===== config.mk =====
export PLATFORM = sky130hd
export DESIGN_NAME = ats_slot_mapper
export DESIGN_NICKNAME = d
export VERILOG_FILES = /design/src/design/ats_pkg.sv /design/src/design/ats_fifo.sv /design/src/design/ats_slot_mapper.sv
export SDC_FILE = /design/constraint.sdc
export NUM_CORES = 1
export LEC_CHECK = 0
export BUFFER_PORTS_ARGS = -buffer_cell sky130_fd_sc_hd__buf_2
export CAP_MARGIN = 25
export CORE_ASPECT_RATIO = 1.1
export CORE_MARGIN = 5
export CORE_UTILIZATION = 63
export CTS_CLUSTER_DIAMETER = 60
export DETAILED_ROUTE_END_ITERATION = 8
export GPL_TIMING_DRIVEN = 0
export PLACE_DENSITY = 0.8
export SKIP_LAST_GASP = 1
export SLEW_MARGIN = 30
export SYNTH_ARGS = -nofsm -noshare
export SYNTH_HDL_FRONTEND = slang
export SYNTH_SLANG_ARGS = --single-unit

===== constraint.sdc =====
create_clock -name MCLK -period 4.9 [get_ports MCLK]
set_input_delay 0.49 -clock MCLK [delete_from_list [all_inputs] [get_ports MCLK]]
set_output_delay 0.49 -clock MCLK [all_outputs]
set_load 0.1 [all_outputs]

===== src/design/ats_pkg.sv =====
// Constants, register map and types for the transmit slot mapper
package ats_pkg;

    ////////////////////////////////////////////////////////////////////////////
    // Register byte addresses
    localparam logic [7:0] ADDR_FORMAT = 8'h1A; // Protocol and slot length
    localparam logic [7:0] ADDR_FILL = 8'h1B; // Unused cycle fill
    localparam logic [7:0] ADDR_OFFSET = 8'h1C; // tx_slot0_offset
    localparam logic [7:0] ADDR_PINSEL = 8'h1D; // tx_channel_pin_select
    localparam logic [7:0] ADDR_CH1 = 8'h1E; // tx_channel1_config

    // Reset values
    localparam logic [7:0] RST_FORMAT = 8'h30; // TDM, 32-bit slots
    localparam logic [7:0] RST_FILL = 8'h00; // Drive zero when unused
    localparam logic [7:0] RST_OFFSET = 8'h00; // No slot 0 delay
    localparam logic [7:0] RST_PINSEL = 8'h00; // All channels on primary pin
    localparam logic [7:0] RST_CH1 = 8'h20; // Enabled, slot 0

    // Writable bit masks; all other bits are reserved and read zero
    localparam logic [7:0] MASK_FORMAT = 8'hF0; // Format and length only
    localparam logic [7:0] MASK_FILL = 8'h40; // Fill bit only
    localparam logic [7:0] MASK_OFFSET = 8'h1F; // Offset field
    localparam logic [7:0] MASK_PINSEL = 8'hFF; // Eight pin choices
    localparam logic [7:0] MASK_CH1 = 8'h3F; // Enable and slot index

    // Field positions
    localparam int PROTO_LSB = 6; // protocol_select[1:0]
    localparam int LEN_LSB = 4; // slot_length_select[1:0]
    localparam int FILL_BIT = 6; // unused_cycle_fill
    localparam int OFFSET_LSB = 0; // slot0_msb_delay[4:0]
    localparam int CH1_EN_BIT = 5; // chan1_output_enable
    localparam int CH1_SLOT_LSB = 0; // chan1_slot_index[4:0]

    // Frame geometry
    localparam logic [5:0] SLOT_LIMIT = 6'h20; // Slot counter parks here past slot 31
    localparam int SAMPLE_W = 32; // Channel sample width, MSB aligned
    localparam int FIFO_DEPTH = 16; // Sample buffer depth

    // Protocol selection
    typedef enum logic [1:0] {
        PROTO_TDM = 2'b00,
        PROTO_I2S = 2'b01,
        PROTO_LJ = 2'b10,
        PROTO_RSVD = 2'b11
    } ats_proto_t;

    // Slot length in bit clocks for a length code
    function automatic logic [5:0] slot_bits(input logic [1:0] code);
        unique case (code)
            2'h0: slot_bits = 6'h10;
            2'h1: slot_bits = 6'h14;
            2'h2: slot_bits = 6'h18;
            2'h3: slot_bits = 6'h20;
        endcase
    endfunction : slot_bits

endpackage : ats_pkg


===== src/design/ats_fifo.sv =====
// Parameterised sample FIFO with valid and ready on both sides
`timescale 1ns/1ps
module ats_fifo #(
    parameter int W = 32, // Word width
    parameter int DEPTH = 16 // Number of words
) (
    input wire logic clk, // System clock
    input wire logic rst_b, // Asynchronous reset, active low
    input wire logic s_valid, // Fill side word offered
    input wire logic [W-1:0] s_data, // Fill side word
    output logic s_ready, // Room for a word
    output logic m_valid, // Drain side word present
    output logic [W-1:0] m_data, // Head word
    input wire logic m_ready // Drain side takes the head
);
    localparam int AW = $clog2(DEPTH); // Pointer width
    localparam int CW = $clog2(DEPTH + 1); // Count width

    typedef struct packed {
        logic [DEPTH-1:0][W-1:0] mem; // Storage
        logic [AW-1:0] wp; // Write pointer
        logic [AW-1:0] rp; // Read pointer
        logic [CW-1:0] cnt; // Words held
        logic rdy; // Room for a word, kept in a flop so the ready output is registered
    } ats_fifo_state_t;

    ats_fifo_state_t st_r; // Registered state
    ats_fifo_state_t st_nxt; // Next state
    logic push; // Word accepted
    logic pop; // Word removed

    assign s_ready = st_r.rdy;
    assign m_valid = (st_r.cnt != '0);
    assign m_data = st_r.mem[st_r.rp];
    assign push = s_valid && s_ready;
    assign pop = m_valid && m_ready;

    ////////////////////////////////////////////////////////////////////////////
    // Pointer and count update; a full FIFO refuses, so the source stalls
    always_comb
    begin
        st_nxt = st_r;
        if (push)
        begin
            st_nxt.mem[st_r.wp] = s_data;
            st_nxt.wp = (st_r.wp == AW'(DEPTH - 1)) ? '0 : AW'(st_r.wp + 1'b1);
        end
        if (pop)
        begin
            st_nxt.rp = (st_r.rp == AW'(DEPTH - 1)) ? '0 : AW'(st_r.rp + 1'b1);
        end
        st_nxt.cnt = CW'(st_r.cnt + CW'(push) - CW'(pop));
        // Ready follows the next count, so it drops at the same clock edge that fills the last slot
        st_nxt.rdy = (st_nxt.cnt != CW'(DEPTH));
    end

    // State register
    always_ff @(posedge clk or negedge rst_b)
    begin
        if (!rst_b)
        begin
            st_r <= '0;
            st_r.rdy <= 1'b1;
        end
        else
            st_r <= st_nxt;
    end

    // Count never passes the depth
    fifo_bound_a: assert property (@(posedge clk) disable iff (!rst_b) st_r.cnt <= CW'(DEPTH))
        else $error("fifo count above depth");
endmodule : ats_fifo


===== src/design/ats_slot_mapper.sv =====
// Transmit slot mapper of the primary audio port: registers, framing and pin drive
// Overview of operation
// - Delay slot 0 MSB by offset bit clocks
// - Zero offset keeps standard MSB position
// - Pin choice bit routes channel to pin
// - Disabled channel 1 slot stays tri-stated
// - Slot index picks TDM or half slot
// - Format selects TDM, I2S or left-justified
// - Length code sets 16/20/24/32-bit slots
// - Unused cycles drive zero or float
`timescale 1ns/1ps
module ats_slot_mapper (
    input wire logic MCLK, // 20 MHz system clock
    input wire logic RST_B, // Asynchronous reset, active low
    input wire logic [7:0] REG_ADDR, // Register address
    input wire logic [7:0] REG_WDATA, // Register write data
    input wire logic REG_WE, // Write strobe, one cycle
    output logic [7:0] REG_RDATA, // Read data, one cycle after address
    input wire logic BCLK, // Bit clock pin from host
    input wire logic FSYNC, // Frame sync pin from host
    input wire logic S_VALID, // Channel 1 sample offered
    input wire logic [31:0] S_DATA, // Channel 1 sample, MSB aligned
    output logic S_READY, // Sample buffer has room
    output logic DOUT, // Primary serial out data
    output logic DOUT_OE_B, // Primary out enable, low drives
    output logic SECONDARY_SERIAL_OUT, // Secondary serial out data
    output logic SECONDARY_SERIAL_OUT_OE_B // Secondary out enable, low drives
);

    typedef struct packed {
        logic [1:0] proto_r; // protocol_select
        logic [1:0] len_r; // slot_length_select
        logic fill_r; // unused_cycle_fill
        logic [4:0] delay_cfg_r; // slot0_msb_delay
        logic [7:0] pinsel_r; // chan1..chan8 pin choice
        logic ch1_en_r; // chan1_output_enable
        logic [4:0] ch1_slot_r; // chan1_slot_index
        logic [7:0] rdata_r; // Read data
        logic [2:0] bclk_r; // Bit clock sync chain and edge history
        logic [1:0] fsync_r; // Frame sync sync chain
        logic fs_prev_r; // Frame sync at previous rising edge
        logic framed_r; // A frame start has been seen
        logic right_r; // Current half is the right one
        logic [5:0] delay_r; // Padding bits left before slot 0
        logic [5:0] bit_r; // Bit within slot
        logic [5:0] slot_r; // Slot within frame or half
        logic [31:0] shift_r; // Outgoing sample
        logic hit_r; // Current bit lies in channel 1 slot
        logic active_r; // Channel 1 slot and enabled
        logic dout_r; // Primary data
        logic dout_oe_b_r; // Primary enable
        logic secondary_serial_out_r; // Secondary data
        logic secondary_serial_out_oe_b_r; // Secondary enable
    } ats_state_t;

    ats_state_t st_r; // Registered state
    ats_state_t st_nxt; // Next state
    logic rise_ev; // Bit clock rising edge seen
    logic fall_ev; // Bit clock falling edge seen
    logic fs; // Synchronised frame sync
    logic fs_rise; // Frame sync went high
    logic fs_fall; // Frame sync went low
    logic start_l; // Left half or TDM frame begins
    logic start_r; // Right half begins
    logic is_tdm; // TDM framing
    logic is_i2s; // I2S framing
    logic [5:0] len; // Slot length in bits
    logic fifo_valid; // Sample waiting
    logic [31:0] fifo_data; // Head sample
    logic fifo_pop; // Take head sample

    ////////////////////////////////////////////////////////////////////////////
    // Register read decode; unmapped addresses read zero
    function automatic logic [7:0] reg_read(input ats_state_t s, input logic [7:0] a);
        unique case (a)
            ats_pkg::ADDR_FORMAT: reg_read = {s.proto_r, s.len_r, 4'h0};
            ats_pkg::ADDR_FILL: reg_read = {1'b0, s.fill_r, 6'h00};
            ats_pkg::ADDR_OFFSET: reg_read = {3'h0, s.delay_cfg_r};
            ats_pkg::ADDR_PINSEL: reg_read = s.pinsel_r;
            ats_pkg::ADDR_CH1: reg_read = {2'h0, s.ch1_en_r, s.ch1_slot_r};
            default: reg_read = 8'h00;
        endcase
    endfunction : reg_read

    // Drive of one pin for the coming bit: {data, enable_b}
    function automatic logic [1:0] pin_drive(input ats_state_t s, input logic pin);
        if (s.hit_r && (s.pinsel_r[0] == pin))
            pin_drive = s.active_r ? {s.shift_r[31], 1'b0} : 2'b01;
        else
            pin_drive = s.fill_r ? 2'b01 : 2'b00;
    endfunction : pin_drive

    ////////////////////////////////////////////////////////////////////////////
    // Edge and framing decode from synchronised pins
    assign rise_ev = st_r.bclk_r[1] && !st_r.bclk_r[2];
    assign fall_ev = !st_r.bclk_r[1] && st_r.bclk_r[2];
    assign fs = st_r.fsync_r[1];
    assign fs_rise = fs && !st_r.fs_prev_r;
    assign fs_fall = !fs && st_r.fs_prev_r;
    assign is_tdm = (st_r.proto_r == ats_pkg::PROTO_TDM);
    assign is_i2s = (st_r.proto_r == ats_pkg::PROTO_I2S);
    // I2S opens the left half on the falling sync, LJ and TDM on the rising one
    assign start_l = is_i2s ? fs_fall : fs_rise;
    assign start_r = !is_tdm && (is_i2s ? fs_rise : fs_fall);
    assign len = ats_pkg::slot_bits(st_r.len_r);

    ////////////////////////////////////////////////////////////////////////////
    // Sample buffer in front of the shifter
    ats_fifo #(
        .W(ats_pkg::SAMPLE_W),
        .DEPTH(ats_pkg::FIFO_DEPTH)
    ) u_fifo (
        .clk(MCLK),
        .rst_b(RST_B),
        .s_valid(S_VALID),
        .s_data(S_DATA),
        .s_ready(S_READY),
        .m_valid(fifo_valid),
        .m_data(fifo_data),
        .m_ready(fifo_pop)
    );

    ////////////////////////////////////////////////////////////////////////////
    // Next state: registers, counters on rising bit clock, pins on falling
    always_comb
    begin
        logic win; // Next bit position is channel 1's slot
        logic [1:0] p0; // Primary pin drive
        logic [1:0] p1; // Secondary pin drive
        win = 1'b0;
        p0 = 2'b00;
        p1 = 2'b00;
        st_nxt = st_r;
        fifo_pop = 1'b0;
        // Pin synchronisers; stage 0 only feeds stage 1
        st_nxt.bclk_r = {st_r.bclk_r[1:0], BCLK};
        st_nxt.fsync_r = {st_r.fsync_r[0], FSYNC};
        st_nxt.rdata_r = reg_read(st_r, REG_ADDR);
        // Reserved bits are masked, so stray ones never stick
        if (REG_WE)
        begin
            unique case (REG_ADDR)
                ats_pkg::ADDR_FORMAT:
                begin
                    st_nxt.proto_r = REG_WDATA[ats_pkg::PROTO_LSB +: 2];
                    st_nxt.len_r = REG_WDATA[ats_pkg::LEN_LSB +: 2];
                end
                ats_pkg::ADDR_FILL: st_nxt.fill_r = REG_WDATA[ats_pkg::FILL_BIT];
                ats_pkg::ADDR_OFFSET: st_nxt.delay_cfg_r = REG_WDATA[ats_pkg::OFFSET_LSB +: 5];
                ats_pkg::ADDR_PINSEL: st_nxt.pinsel_r = REG_WDATA & ats_pkg::MASK_PINSEL;
                ats_pkg::ADDR_CH1:
                begin
                    st_nxt.ch1_en_r = REG_WDATA[ats_pkg::CH1_EN_BIT];
                    st_nxt.ch1_slot_r = REG_WDATA[ats_pkg::CH1_SLOT_LSB +: 5];
                end
                default: st_nxt.rdata_r = st_nxt.rdata_r;
            endcase
        end
        // Bit position advances on each rising bit clock once framed and past the slot 0 delay
        if (rise_ev)
        begin
            st_nxt.fs_prev_r = fs;
            if (st_r.proto_r == ats_pkg::PROTO_RSVD)
            begin
                st_nxt.framed_r = 1'b0;
            end
            else if (start_l || start_r)
            begin
                st_nxt.framed_r = 1'b1;
                st_nxt.right_r = start_r;
                // I2S puts the MSB one bit late, the offset adds more
                st_nxt.delay_r = 6'({1'b0, st_r.delay_cfg_r} + {5'h00, is_i2s});
                st_nxt.bit_r = 6'h00;
                st_nxt.slot_r = 6'h00;
            end
            else if (st_r.framed_r)
            begin
                if (st_r.delay_r != 6'h00)
                    st_nxt.delay_r = 6'(st_r.delay_r - 6'h01);
                else if (st_r.bit_r == 6'(len - 6'h01))
                begin
                    st_nxt.bit_r = 6'h00;
                    if (st_r.slot_r != ats_pkg::SLOT_LIMIT)
                        st_nxt.slot_r = 6'(st_r.slot_r + 6'h01);
                end
                else
                    st_nxt.bit_r = 6'(st_r.bit_r + 6'h01);
            end
            // Channel 1 slot match; halves hold 16 slots outside TDM
            if (is_tdm)
                win = (st_nxt.slot_r == {1'b0, st_r.ch1_slot_r});
            else
                win = (st_nxt.slot_r == {2'h0, st_r.ch1_slot_r[3:0]}) &&
                      (st_nxt.right_r == st_r.ch1_slot_r[4]);
            win = win && st_nxt.framed_r && (st_nxt.delay_r == 6'h00);
            st_nxt.hit_r = win;
            st_nxt.active_r = win && st_r.ch1_en_r;
            // Load at slot start; an empty buffer sends silence
            if (st_nxt.active_r && (st_nxt.bit_r == 6'h00))
            begin
                fifo_pop = fifo_valid;
                st_nxt.shift_r = fifo_valid ? fifo_data : 32'h0000_0000;
            end
            else if (st_r.active_r)
                st_nxt.shift_r = {st_r.shift_r[30:0], 1'b0};
        end
        // Pins change on the falling bit clock so the host samples on rising
        if (fall_ev)
        begin
            p0 = pin_drive(st_r, 1'b0);
            p1 = pin_drive(st_r, 1'b1);
            {st_nxt.dout_r, st_nxt.dout_oe_b_r} = p0;
            {st_nxt.secondary_serial_out_r, st_nxt.secondary_serial_out_oe_b_r} = p1;
        end
    end

    // State register; pins released during reset
    always_ff @(posedge MCLK or negedge RST_B)
    begin
        if (!RST_B)
        begin
            st_r <= '0;
            {st_r.proto_r, st_r.len_r} <= ats_pkg::RST_FORMAT[7:4];
            st_r.fill_r <= ats_pkg::RST_FILL[ats_pkg::FILL_BIT];
            st_r.delay_cfg_r <= ats_pkg::RST_OFFSET[4:0];
            st_r.pinsel_r <= ats_pkg::RST_PINSEL;
            {st_r.ch1_en_r, st_r.ch1_slot_r} <= ats_pkg::RST_CH1[5:0];
            st_r.dout_oe_b_r <= 1'b1;
            st_r.secondary_serial_out_oe_b_r <= 1'b1;
        end
        else
            st_r <= st_nxt;
    end

    assign REG_RDATA = st_r.rdata_r;
    assign DOUT = st_r.dout_r;
    assign DOUT_OE_B = st_r.dout_oe_b_r;
    assign SECONDARY_SERIAL_OUT = st_r.secondary_serial_out_r;
    assign SECONDARY_SERIAL_OUT_OE_B = st_r.secondary_serial_out_oe_b_r;

    ////////////////////////////////////////////////////////////////////////////
    // Checks
    offset_load_a: assert property (@(posedge MCLK) disable iff (!RST_B)
        (rise_ev && start_l && st_r.proto_r == ats_pkg::PROTO_LJ) |=> st_r.delay_r == {1'b0, $past(st_r.delay_cfg_r)})
        else $error("slot 0 delay not loaded from offset");
    zero_offset_a: assert property (@(posedge MCLK) disable iff (!RST_B)
        (rise_ev && start_l && is_tdm && st_r.delay_cfg_r == 5'h00) |=> st_r.delay_r == 6'h00 && st_r.bit_r == 6'h00)
        else $error("zero offset added delay");
    primary_route_a: assert property (@(posedge MCLK) disable iff (!RST_B)
        (fall_ev && st_r.active_r && !st_r.pinsel_r[0]) |=> !DOUT_OE_B && DOUT == $past(st_r.shift_r[31]))
        else $error("channel 1 missing on primary pin");
    secondary_route_a: assert property (@(posedge MCLK) disable iff (!RST_B)
        (fall_ev && st_r.active_r && st_r.pinsel_r[0]) |=> !SECONDARY_SERIAL_OUT_OE_B &&
        SECONDARY_SERIAL_OUT == $past(st_r.shift_r[31]))
        else $error("channel 1 missing on secondary pin");
    disabled_float_a: assert property (@(posedge MCLK) disable iff (!RST_B)
        (fall_ev && st_r.hit_r && !st_r.ch1_en_r) |=>
        ($past(st_r.pinsel_r[0]) ? SECONDARY_SERIAL_OUT_OE_B : DOUT_OE_B))
        else $error("disabled channel 1 slot driven");
    slot_match_a: assert property (@(posedge MCLK) disable iff (!RST_B)
        (rise_ev && is_tdm && st_r.framed_r && !start_l) ##1 (st_r.hit_r && $stable(st_r.ch1_slot_r)) |->
        st_r.slot_r == {1'b0, st_r.ch1_slot_r} && st_r.delay_r == 6'h00)
        else $error("channel 1 placed in wrong slot");
    reserved_zero_a: assert property (@(posedge MCLK) disable iff (!RST_B)
        (REG_ADDR == ats_pkg::ADDR_CH1) |=> REG_RDATA[7:6] == 2'h0)
        else $error("reserved bits read nonzero");
    bad_format_a: assert property (@(posedge MCLK) disable iff (!RST_B)
        (rise_ev && st_r.proto_r == ats_pkg::PROTO_RSVD) |=> !st_r.framed_r)
        else $error("reserved format started a frame");
    slot_wrap_a: assert property (@(posedge MCLK) disable iff (!RST_B)
        (rise_ev && st_r.framed_r && st_r.delay_r == 6'h00 && st_r.bit_r == 6'(len - 6'h01)) |=> st_r.bit_r == 6'h00)
        else $error("slot length not honoured");
    fill_zero_a: assert property (@(posedge MCLK) disable iff (!RST_B)
        (fall_ev && !st_r.hit_r && !st_r.fill_r) |=> !DOUT_OE_B && !DOUT && !SECONDARY_SERIAL_OUT_OE_B &&
        !SECONDARY_SERIAL_OUT)
        else $error("unused cycle not driven low");
    fill_float_a: assert property (@(posedge MCLK) disable iff (!RST_B)
        (fall_ev && !st_r.hit_r && st_r.fill_r) |=> DOUT_OE_B && SECONDARY_SERIAL_OUT_OE_B)
        else $error("unused cycle not released");
endmodule : ats_slot_mapper


Yosys cells after proc, flatten, opt, wreduce, memory -nomap -nowiden. Index checks and enable logic that the tools add are counted.

Register bits after elaboration: 622. Output and inout port bits: 13.

Reduce and logical (&&, ||, !) cells: 34. $add $sub $neg: 9. Bitwise logic cells: 1. Equality and inequality tests: 18. Mux-type cells: 34. Order comparisons: 3.

Operators by type and width (number): $bwmux 512 (1); $mux 32 (5); $bmux 32 s4 (1); $demux 32 s4 (1); $eq 8x5->1 const B (5); $pmux 8 s5 (1); $mux 19 (2); $mux 18 (2); $mux 6 (4); $pmux 6 s4 (1); $logic_and 1x1->1 (15); $add 6x1->6 const B (2); $logic_not 6->1 (2); $mux 12 (1); $reduce_and 2->1 (6); $sub 6x1->6 const B (2); $lt 4x5->1 const B (2); $mux 1 (9); $add 4x1->4 const B (2); $eq 4x4->1 const B (2); $mux 2 (4); $mux 4 (2); $add 5x1->6 (1); $eq 2x2->1 const B (3); 17 further kinds (23).

Depth between registers and ports, before layout. Gate-level depths: netlist of run 1.

Depth after elaboration: 23. Gate-level depth with buffers: 25.

Cells and area by module. Synthesis of run 1 repeated with hierarchy kept, for this count alone.

Cells, all modules: 2204. Area total of the unflattened synthesis: 29711.0 µm².

Modules (own cells, without submodules): ats_fifo (cells an instance 1612, instances 1, seq. area each 13163.9 µm², area each 24048.1 µm²); ats_slot_mapper (cells an instance 592, instances 1, seq. area each 2408.6 µm², area each 5662.9 µm²).

Least setup slack after synthesis of run 1. No wires, ideal clock.

Path kind: flip-flop to flip-flop. Start: register st_r[92] in the netlist's numbering. End: register u_fifo.st_r, in the netlist u_fifo.s_ready. Stages on the path, launching flop included: 24. Period minus slack after synthesis: 4.236 ns. Arrival time: 4.153 ns. Required time: 4.817 ns. Library setup time: 0.083 ns. Slack: 0.664 ns. Path buffers: 2. Path through: dfstp_2 inv_1 ha_1 xor2_1 nand3_4 nor4_4 nor3_1 or4_4 nor3b_1 and2_1 buf_6 and2_4 buf_6 ha_1 inv_1 ha_1 inv_1 fa_1 inv_1 a21oi_1 nor2_1 nor2_1 xnor2_1 nand2_1.

RTL lines: start: declaration (line ats_slot_mapper.sv:56) `ats_state_t st_r;`; start signal: assignment (line ats_slot_mapper.sv:232) `st_r <= st_nxt;`; end signal: assignment (line ats_fifo.sv:66) `st_r <= st_nxt;`; end: declaration (line ats_fifo.sv:27) `ats_fifo_state_t st_r;`.

==> impl_summary.txt, run 1 <==
----------------------------------------------------
[Cells and area]
  Total non-filler cell area in the finished layout ... about 0.034 mm²
  Number of nets in the layout ... approximately 2300
  Most frequent cells in the layout ... sky130_fd_sc_hd__dfrtp_1, sky130_fd_sc_hd__mux2_2, sky130_fd_sc_hd__mux4_2
  Leading cell type in the layout, fill and taps excluded ... sky130_fd_sc_hd__dfrtp_1
  Layout area overhead ... 12.3%
  Final core area utilization ... 71.0%
  Fill cell instance count of the final layout ... between 3000 and 4000
  Fraction of layout instances using a drive strength above 1 ... between 40 and 50%

[Placed design]
  Cell area reported after detailed placement ... between 0.03 and 0.04 mm²
  IO Port Bufs ... 64
  HPWL Detailed ... roughly 48000 µm
  Worst setup slack before clock tree synthesis ... -0.125 ns
  Final weighted congestion of routability-driven global placement ... between 0.9 and 1

[Synthesis]
  Main combinational cell family by area after synthesis ... multiplexers
  Post-Syn Instances ... 2069
  Cell area after synthesis ... between 0.03 and 0.04 mm²
  Fraction of the mapped netlist area in compound gates ... 3.86%
  Multiplexer share of the synthesized area ... ~33%
  Post-synthesis sequential element count ... between 600 and 700
  Yosys Warn Count ... 0
  Syn_area_per_cell ... ~15 µm²
  Post-synth EDFFs ... 0
  Sequential area share after synthesis ... between 50% and 60%
  Post-Synth Adder-Cell Area ... 0.983%
  Post-Synth XOR/XNOR Area ... less than 1%
  Total nets after synthesis ... between 2000 and 2500
  Post-Synth Simple-Gate Area ... 6.62%
  Number of distinct standard cells referenced by the synthesized netlist ... 89
  Async set-reset flop share out of synthesis ... between 90% and 100%
  Synth Flop Type ... sky130_fd_sc_hd__dfrtp_1

[STA]
  Final period utilization ... ~95%
  Setup Skew ... 0.0176 ns
  RSZ-0062 raised after global routing ... no
  Slew at the pin closest to its max-slew limit ... approximately 1.0 ns
  Time the worst path needs with I/O delays and setup ... ~4.6 ns
  Smallest hold slack ... approximately 0.15 ns
  Final Hold Vio Count ... 0
  Worst relative slew slack ... a little under a third
  Worst setup slack after layout ... between 0.2 and 0.3 ns
  Total setup violations reported at the end of the flow ... 0
  FMAX ... between 200 and 250 MHz
  Max-slew violation count ... 0

[Pwr]
  Max IR drop VDD ... 0.000431 V
  Leakage power of the design ... roughly 0.014 µW
  Post-layout power ... 18100 µW
  Power density over the cells ... approximately 540 mW/mm²

[Global route]
  Pin count of the biggest net entering global routing ... 87
  Global-route wire length before repair ... approximately 120000 µm
  Antenna violations before repair ... 3
  GRT overflow ... 0
  Number of global-route vias before repair ... 20000
  Aggregate global-route resource usage ... roughly 29%

[Clocking]
  Bufs on Longest Clock Path ... 3
  Sinks on Clock Net ... around 620
  Clk Tree Root Cell ... sky130_fd_sc_hd__clkbuf_16
  Number of levels in the clock H-tree ... 3
  TritonCTS Buffers ... 66
  CTS clk-pin slew, worst paths ... approximately 0.060 ns
  Clock tree from TritonCTS ... built
  Clock network latency to the later pin of the worst-skew pair ... between 0.6 and 0.7 ns

[Die]
  Boundary pin count ... 67
  Core Box Area ... between 0.04 and 0.05 mm²
  Die span in y ... 239 µm
  Initial core utilization ... between 60% and 70%
  Die boundary width ... 218 µm
  Number of placement rows ... 84
  Overall die area ... 0.0521 mm²

[Run]
  Number of max-capacitance violations reported ... 0

[Route]
  Routed wire length ... 72800 µm
  Vias ... approximately 19000
  Number of antenna-violating nets in the routed design ... 0
  Detailed-route wire length per cell ... roughly 25 µm
  TritonRoute pass-1 iters ... 5
  Drt via density ... approximately 6.4
  Number of DRC markers after the initial detailed-route iteration ... around 1200
  DRC violations left ... 0

[Status]
  Status ... complete, no violations

[Setup path]
  Setup CP Type ... reg -> reg
  Startpoint type of the worst setup path ... flip-flop
  Top fanout value on the critical path ... 6
  Required time at the endpoint of the critical path ... approximately 5.4 ns
  Critical Path Sink Type ... flip-flop
  Data arrival at the endpoint of the critical path ... around 5.2 ns

[Hold path]
  Hold Crit Class ... in -> reg

----------------------------------------------------
through the flow:
step,cells,TNS [ns]
4_1_cts,2907,0
5_1_grt,2913,0
3_3_place_gp,2778,-5357.04
3_5_place_dp,2786,-0.138
2_1_floorplan,2069,0
6_report,2914,0
cell families after synthesis:
logic type | after synthesis
AOI/OAI and AO/OA | 150
xor gates and xnor gates | 16
adders and majority gates | 23
buffers and inverters | 204
DFF | 622
muxes | 706
and+or+nand+nor | 348
where the power goes:
part	total, µW	switching (µW)	leakage [µW]	internal [µW]
sequential	8260	1090	0.00770	7160
combinational	5000	2040	0.00541	2960
clock	4890	2060	0.00103	2830
total	18100	5200	0.0141	12900
synthesized netlist by cell type, types with 15 or more instances:
cell | instances | area share [%]
sky130_fd_sc_hd__dfrtp_1 | 616 | 51
sky130_fd_sc_hd__mux2_2 | 534 | 20
sky130_fd_sc_hd__mux4_2 | 144 | 11
sky130_fd_sc_hd__clkbuf_1 | 122 | 1.5
sky130_fd_sc_hd__nand3_1 | 89 | 1.5
sky130_fd_sc_hd__nand2_1 | 56 | 0.70
sky130_fd_sc_hd__nor2_1 | 49 | 0.61
sky130_fd_sc_hd__nand4_1 | 41 | 0.85
sky130_fd_sc_hd__o21ai_0 | 38 | 0.63
sky130_fd_sc_hd__a22oi_2 | 30 | 1.2
sky130_fd_sc_hd__a21oi_1 | 26 | 0.43
sky130_fd_sc_hd__inv_1 | 23 | 0.29
sky130_fd_sc_hd__ha_1 | 22 | 0.92
sky130_fd_sc_hd__and2b_2 | 17 | 0.50
sky130_fd_sc_hd__buf_1 | 16 | 0.20
sky130_fd_sc_hd__mux4_1 | 16 | 1.4
sky130_fd_sc_hd__clkbuf_8 | 15 | 0.69
sky130_fd_sc_hd__nor2b_1 | 15 | 0.31
repair_timing:
item	4_1_cts	5_1_grt
gates resized for setup	3	19
hold buffers	3	0
pin swaps	2	5
gates cloned	0	1
setup buffers	3	6
endpoints found under the setup margin	2	2
hold endpoints to repair	57	0
area by class of cell:
| class | instances | area [µm²] | share of cell area (%) |
|---|---|---|---|
| clock buffers | 98 | 1950 | 5.79 |
| repair buffers | 84 | 648 | 1.92 |
| plain buffers | 179 | 993 | 2.95 |
| multi-input cells | 1244 | 13500 | 40.0 |
| flip-flops and latches | 622 | 15600 | 46.2 |
| well taps | 645 | 807 | 2.39 |
| clock inverters | 17 | 159 | 0.471 |
| diodes | 1 | 2.50 | 0.00742 |
| inverters | 24 | 90.1 | 0.267 |
sequential cells by signal, summed over array words and instances (netlist names):
| name | flops |
|---|---|
| st_nxt | 3 |
| u_fifo.st_r | 525 |
| st_r | 80 |
| DOUT_OE_B | 1 |
| fs | 1 |
| REG_RDATA | 8 |
| DOUT | 1 |
| SECONDARY_SERIAL_OUT_OE_B | 1 |
| u_fifo.s_ready | 1 |
| SECONDARY_SERIAL_OUT | 1 |
worst max-delay path, cell delays in order (launching register included):
cell and delay (ns):
sky130_fd_sc_hd__dfstp_2 0.57, sky130_fd_sc_hd__buf_4 0.13, sky130_fd_sc_hd__ha_1 0.13, sky130_fd_sc_hd__xnor3_1 0.43, sky130_fd_sc_hd__nand3_4 0.18, sky130_fd_sc_hd__nor3_4 0.06
sky130_fd_sc_hd__buf_4 0.16, sky130_fd_sc_hd__a32o_1 0.25, sky130_fd_sc_hd__a31oi_2 0.22, sky130_fd_sc_hd__mux2i_2 0.32, sky130_fd_sc_hd__and4_2 0.34, sky130_fd_sc_hd__and2_4 0.16
sky130_fd_sc_hd__buf_6 0.13, sky130_fd_sc_hd__ha_1 0.23, sky130_fd_sc_hd__inv_1 0.06, sky130_fd_sc_hd__ha_1 0.15, sky130_fd_sc_hd__inv_1 0.06, sky130_fd_sc_hd__fa_1 0.42
sky130_fd_sc_hd__xnor2_1 0.17, sky130_fd_sc_hd__nor4_1 0.29, sky130_fd_sc_hd__nand2_1 0.10
per-layer routing:
layer  vias up  track usage [%]  part of all wire [%]
met2       530             47.2                    50
met4         4             11.5                   4.2
li1       8009                -                     -
met3       182             6.26                   6.1
met5         -                0                 0.037
met1      9861             37.8                    40
final timing paths:
| check | cells past startpoint | start | end | slack [ns] |
|---|---|---|---|---|
| max | 20 | st_r[92] | u_fifo.s_ready | 0.27 |
| min | 3 | REG_WDATA[5] | st_r[93] | 0.15 |
| max reg2reg | 20 | st_r[92] | u_fifo.s_ready | 0.27 |
| min reg2reg | 0 | st_nxt[62] | st_nxt[63] | 0.36 |
| max in group asynchronous | 6 | RST_B | u_fifo.st_r[226] | 2.61 |
| min in group asynchronous | 2 | RST_B | st_r[74] | 0.42 |
Note: power is estimated with default switching activity, not from simulation.
==> run 2, diff against run 1 <==
- CORE_MARGIN: 5 -> default
- SKIP_LAST_GASP: 1 -> default
==> run 2 against run 1 <==
- sequential share of layout area up 0.055 points
- total power up 0.91%
- non-clock buffer count down 4
- cell count down 0.55%
- sequential power about the same
- worst hold slack worse by 0.0040 ns
- clock power up 3%
- register-to-register slack worse by 0.06 ns
- clock skew down 0.0031 ns
- critical endpoint unchanged
==> impl_summary.txt, run 2 (synthesized netlist as in run 1, its figures left out) <==
----------------------------------------------------
[Die]
  Die boundary width ... 210 µm (-3.7%)
  Initial core utilization ... 64.1% (+0.90 points)
  Die span in y ... 231 µm (-3.3%)
  Boundary pin count ... 67 (unchanged)
  Overall die area ... 0.0485 mm² (-6.9%)
  Core Box Area ... 0.0468 mm² (-1.4%)
  Number of placement rows ... 83 (-1.2%)

[Setup path]
  Endpoint of the worst-slack reg-to-reg timing path ... u_fifo.s_ready
  Startpoint type of the worst setup path ... flip-flop
  Required time at the endpoint of the critical path ... 5.42 ns (about the same)
  Data arrival at the endpoint of the critical path ... 5.22 ns (+0.07 ns)
  Slowest cell on the critical path ... sky130_fd_sc_hd__dfstp_2
  Top fanout value on the critical path ... 8 (+2)
  Worst reg2reg startpoint ... st_r[92]
  Crit-path max cell delay ... 0.59 ns (+0.02 ns)
  FF-to-FF path depth ... 23 (+15%)
  Critical Path Sink Type ... flip-flop
  Dominant cell type by count on the critical path ... sky130_fd_sc_hd__inv_1
  Flop-to-flop setup slack ... 0.20 ns (-0.06 ns)
  Setup CP Type ... reg -> reg
  Chain of cells forming the critical path ... inv_1 > ha_1 > xor2_1 > nand2_1 > nor4_4 > nor3_1 > or4_4 > nor3b_4 > and2_1 > buf_6 > and2_4 > buf_6 > ha_1 > inv_1 > ha_1 > inv_1 > fa_1 > inv_1 > a21oi_1 > nor2_1 > nor2_1 > xnor2_1 > nand2_1

[Clocking]
  Sinks on Clock Net ... 622 (unchanged)
  TritonCTS Buffers ... 66 (unchanged)
  Number of levels in the clock H-tree ... 3 (unchanged)
  CTS clk-pin slew, worst paths ... 0.06 ns (about the same)
  Clock tree from TritonCTS ... built
  Clk Tree Root Cell ... sky130_fd_sc_hd__clkbuf_16
  Bufs on Longest Clock Path ... 3 (unchanged)
  Clock network latency to the later pin of the worst-skew pair ... 0.60 ns (about the same)

[Placed design]
  Worst setup slack before clock tree synthesis ... -0.0453 ns (+0.0794 ns)
  Final weighted congestion of routability-driven global placement ... 0.933 (+3.4%)
  IO Port Bufs ... 64 (unchanged)
  HPWL Detailed ... 48200 µm (-0.30%)

[Hold path]
  Count of cells along the worst hold path ... 3 (unchanged)
  Endpoint, Worst Hold ... st_r[94]
  Hold Crit Class ... in -> reg
  Worst hold path startpoint ... REG_WDATA[6]

[Route]
  Number of DRC markers after the initial detailed-route iteration ... 1531 (+29%)
  Number of antenna-violating nets in the routed design ... 0 (unchanged)
  Detailed-route wire length per cell ... 25.3 µm (+1.5%)
  Drt via density ... 6.45 (+1.0%)
  TritonRoute pass-1 iters ... 5 (unchanged)
  Vias ... 18700 (+0.49%)
  DRC violations left ... 0 (unchanged)
  Routed wire length ... 73500 µm (+0.91%)

[Pwr]
  Net switching fraction of the power ... 28.3% (-0.38 points)
  Max IR drop VDD ... 0.000429 V (-0.42%)
  Power density over the cells ... 544 mW/mm² (+1.0%)
  Clock group share of total power ... 27.5% (+0.5 points)
  Pint ... 13100 µW (+1.4%)
  Sequential fraction of design power ... 45.1% (-0.4 points)
  Switching component of the power ... 5170 µW (-0.44%)
  Leakage power of the design ... 0.0142 µW (+0.10%)
  Combinational fraction of design power ... 27.3% (-0.2 points)

[STA]
  Setup Skew ... 0.0145 ns (-0.00305 ns)
  Final Hold Vio Count ... 0 (unchanged)
  Final period utilization ... 95.9% (+1.3 points)
  Slew at the pin closest to its max-slew limit ... 1.06 ns (+0.0243 ns)
  Time the worst path needs with I/O delays and setup ... 4.70 ns (+0.0638 ns)
  Smallest hold slack ... 0.149 ns (-0.00396 ns)
  Max-slew violation count ... 0 (unchanged)
  Total setup violations reported at the end of the flow ... 0 (unchanged)
  Worst relative slew slack ... 29.1% (-1.6 points)
  Worst setup slack after layout ... 0.202 ns (-0.0638 ns)
  FMAX ... 213 MHz (-1.4%)

[Global route]
  Number of global-route vias before repair ... 19900 (-0.17%)
  GRT overflow ... 0 (unchanged)
  Aggregate global-route resource usage ... 31.8% (+3.1 points)
  Global-route wire length before repair ... 117000 µm (+0.88%)
  Pin count of the biggest net entering global routing ... 97 (+11%)
  Antenna violations before repair ... 4 (+1)

[Run]
  Number of max-capacitance violations reported ... 0 (unchanged)

[Status]
  Status ... complete, no violations

[Cells and area]
  Number of nets in the layout ... 2293 (-0.22%)
  Largest register by flop count ... u_fifo.st_r
  Fraction of layout instances using a drive strength above 1 ... 44.5% (-0.37 points)
  Most frequent cells in the layout ... sky130_fd_sc_hd__dfrtp_1, sky130_fd_sc_hd__mux2_2, sky130_fd_sc_hd__mux4_2
  Final core area utilization ... 71.9% (+0.93 points)
  Layout area overhead ... 12.2%
  Number of flip-flops in the largest register ... 525 (unchanged)
  Leading cell type in the layout, fill and taps excluded ... sky130_fd_sc_hd__dfrtp_1

----------------------------------------------------
-- run 2: cell count changes in the layout (fill, tap and decap cells not counted), moves of 2 or more --
cell,before,now
sky130_fd_sc_hd__bufinv_16,1,5
sky130_fd_sc_hd__inv_6,3,1
sky130_fd_sc_hd__xor2_2,3,1
sky130_fd_sc_hd__clkinv_2,7,9
sky130_fd_sc_hd__clkinvlp_4,3,1
sky130_fd_sc_hd__xor2_1,4,6
sky130_fd_sc_hd__clkbuf_2,19,15
sky130_fd_sc_hd__buf_4,20,16
-- run 2: metal layers --
| metal | track usage [%] | wire [µm] | up-vias |
|---|---|---|---|
| li1 | - | - | 7996 |
| met1 | 41.3 | 29700 | 9916 |
| met2 | 52.1 | 36600 | 570 |
| met3 | 6.08 | 3950 | 190 |
| met4 | 14.8 | 3110 | 6 |
| met5 | 0 | 46 | - |
-- run 2: worst max path at each step --
stage	startpoint	endpoint	slack [ns]
3_5_place_dp	st_r[92]	u_fifo.s_ready	-0.05
3_3_place_gp	RST_B	u_fifo.st_r[223]	-8.84
5_1_grt	st_r[58]	u_fifo.s_ready	-0.007
6_report	st_r[92]	u_fifo.s_ready	0.20
2_1_floorplan	st_r[92]	u_fifo.s_ready	0.66
4_1_cts	st_r[92]	u_fifo.s_ready	0.02
-- run 2: stage by stage --
| step | instance area (µm²) | cells | TNS, ns | total power (µW) |
|---|---|---|---|---|
| after floorplan | 30000 | 2069 | 0 | 11700 |
| after global placement | 31100 | 2770 | -5416.19 | 12800 |
| after detailed placement | 31400 | 2777 | -0.0453 | 13200 |
| after CTS | 33600 | 2893 | 0 | 18300 |
| after global routing | 33700 | 2898 | -0.00699 | 19200 |
| final | 33700 | 2898 | 0 | 18300 |
-- run 2: cell type report --
| cell class | count | area [µm²] |
|---|---|---|
| well taps | 637 | 797 |
| inverters | 24 | 90.1 |
| repair buffers | 79 | 591 |
| clock inverters | 17 | 228 |
| diodes | 1 | 2.50 |
| flip-flops and latches | 622 | 15600 |
| clock buffers | 95 | 1950 |
| fillers | 3000 | 13100 |
| plain buffers | 180 | 993 |
| multi-input cells | 1243 | 13500 |
-- run 2: repair_timing --
action | CTS | global route
pin swaps | 2 | 2
setup endpoints to repair | 2 | 2
hold buffers | 3 | 0
setup buffers | 1 | 4
hold endpoints to repair | 25 | 0
resized for setup | 2 | 10
-- run 2: worst max-delay path, delay by kind of cell, from the launching register on --
family                     cells  cell delay, ns
buffers and inverters          6            0.53
xor gates and xnor gates       2            0.39
and+or+nand+nor               10            2.02
AOI/OAI and AO/OA              1            0.06
adders and majority gates      4            1.02
DFF                            1            0.59
-- run 2: power groups by stage --
stage | combinational [µW] | clock, µW | sequential [µW]
6_report | 5010 | 5040 | 8260
5_1_grt | 5370 | 5300 | 8480
4_1_cts | 5000 | 5110 | 8230
3_5_place_dp | 4930 | 0 | 8270
3_3_place_gp | 4690 | 0 | 8080
2_1_floorplan | 3800 | 0 | 7930
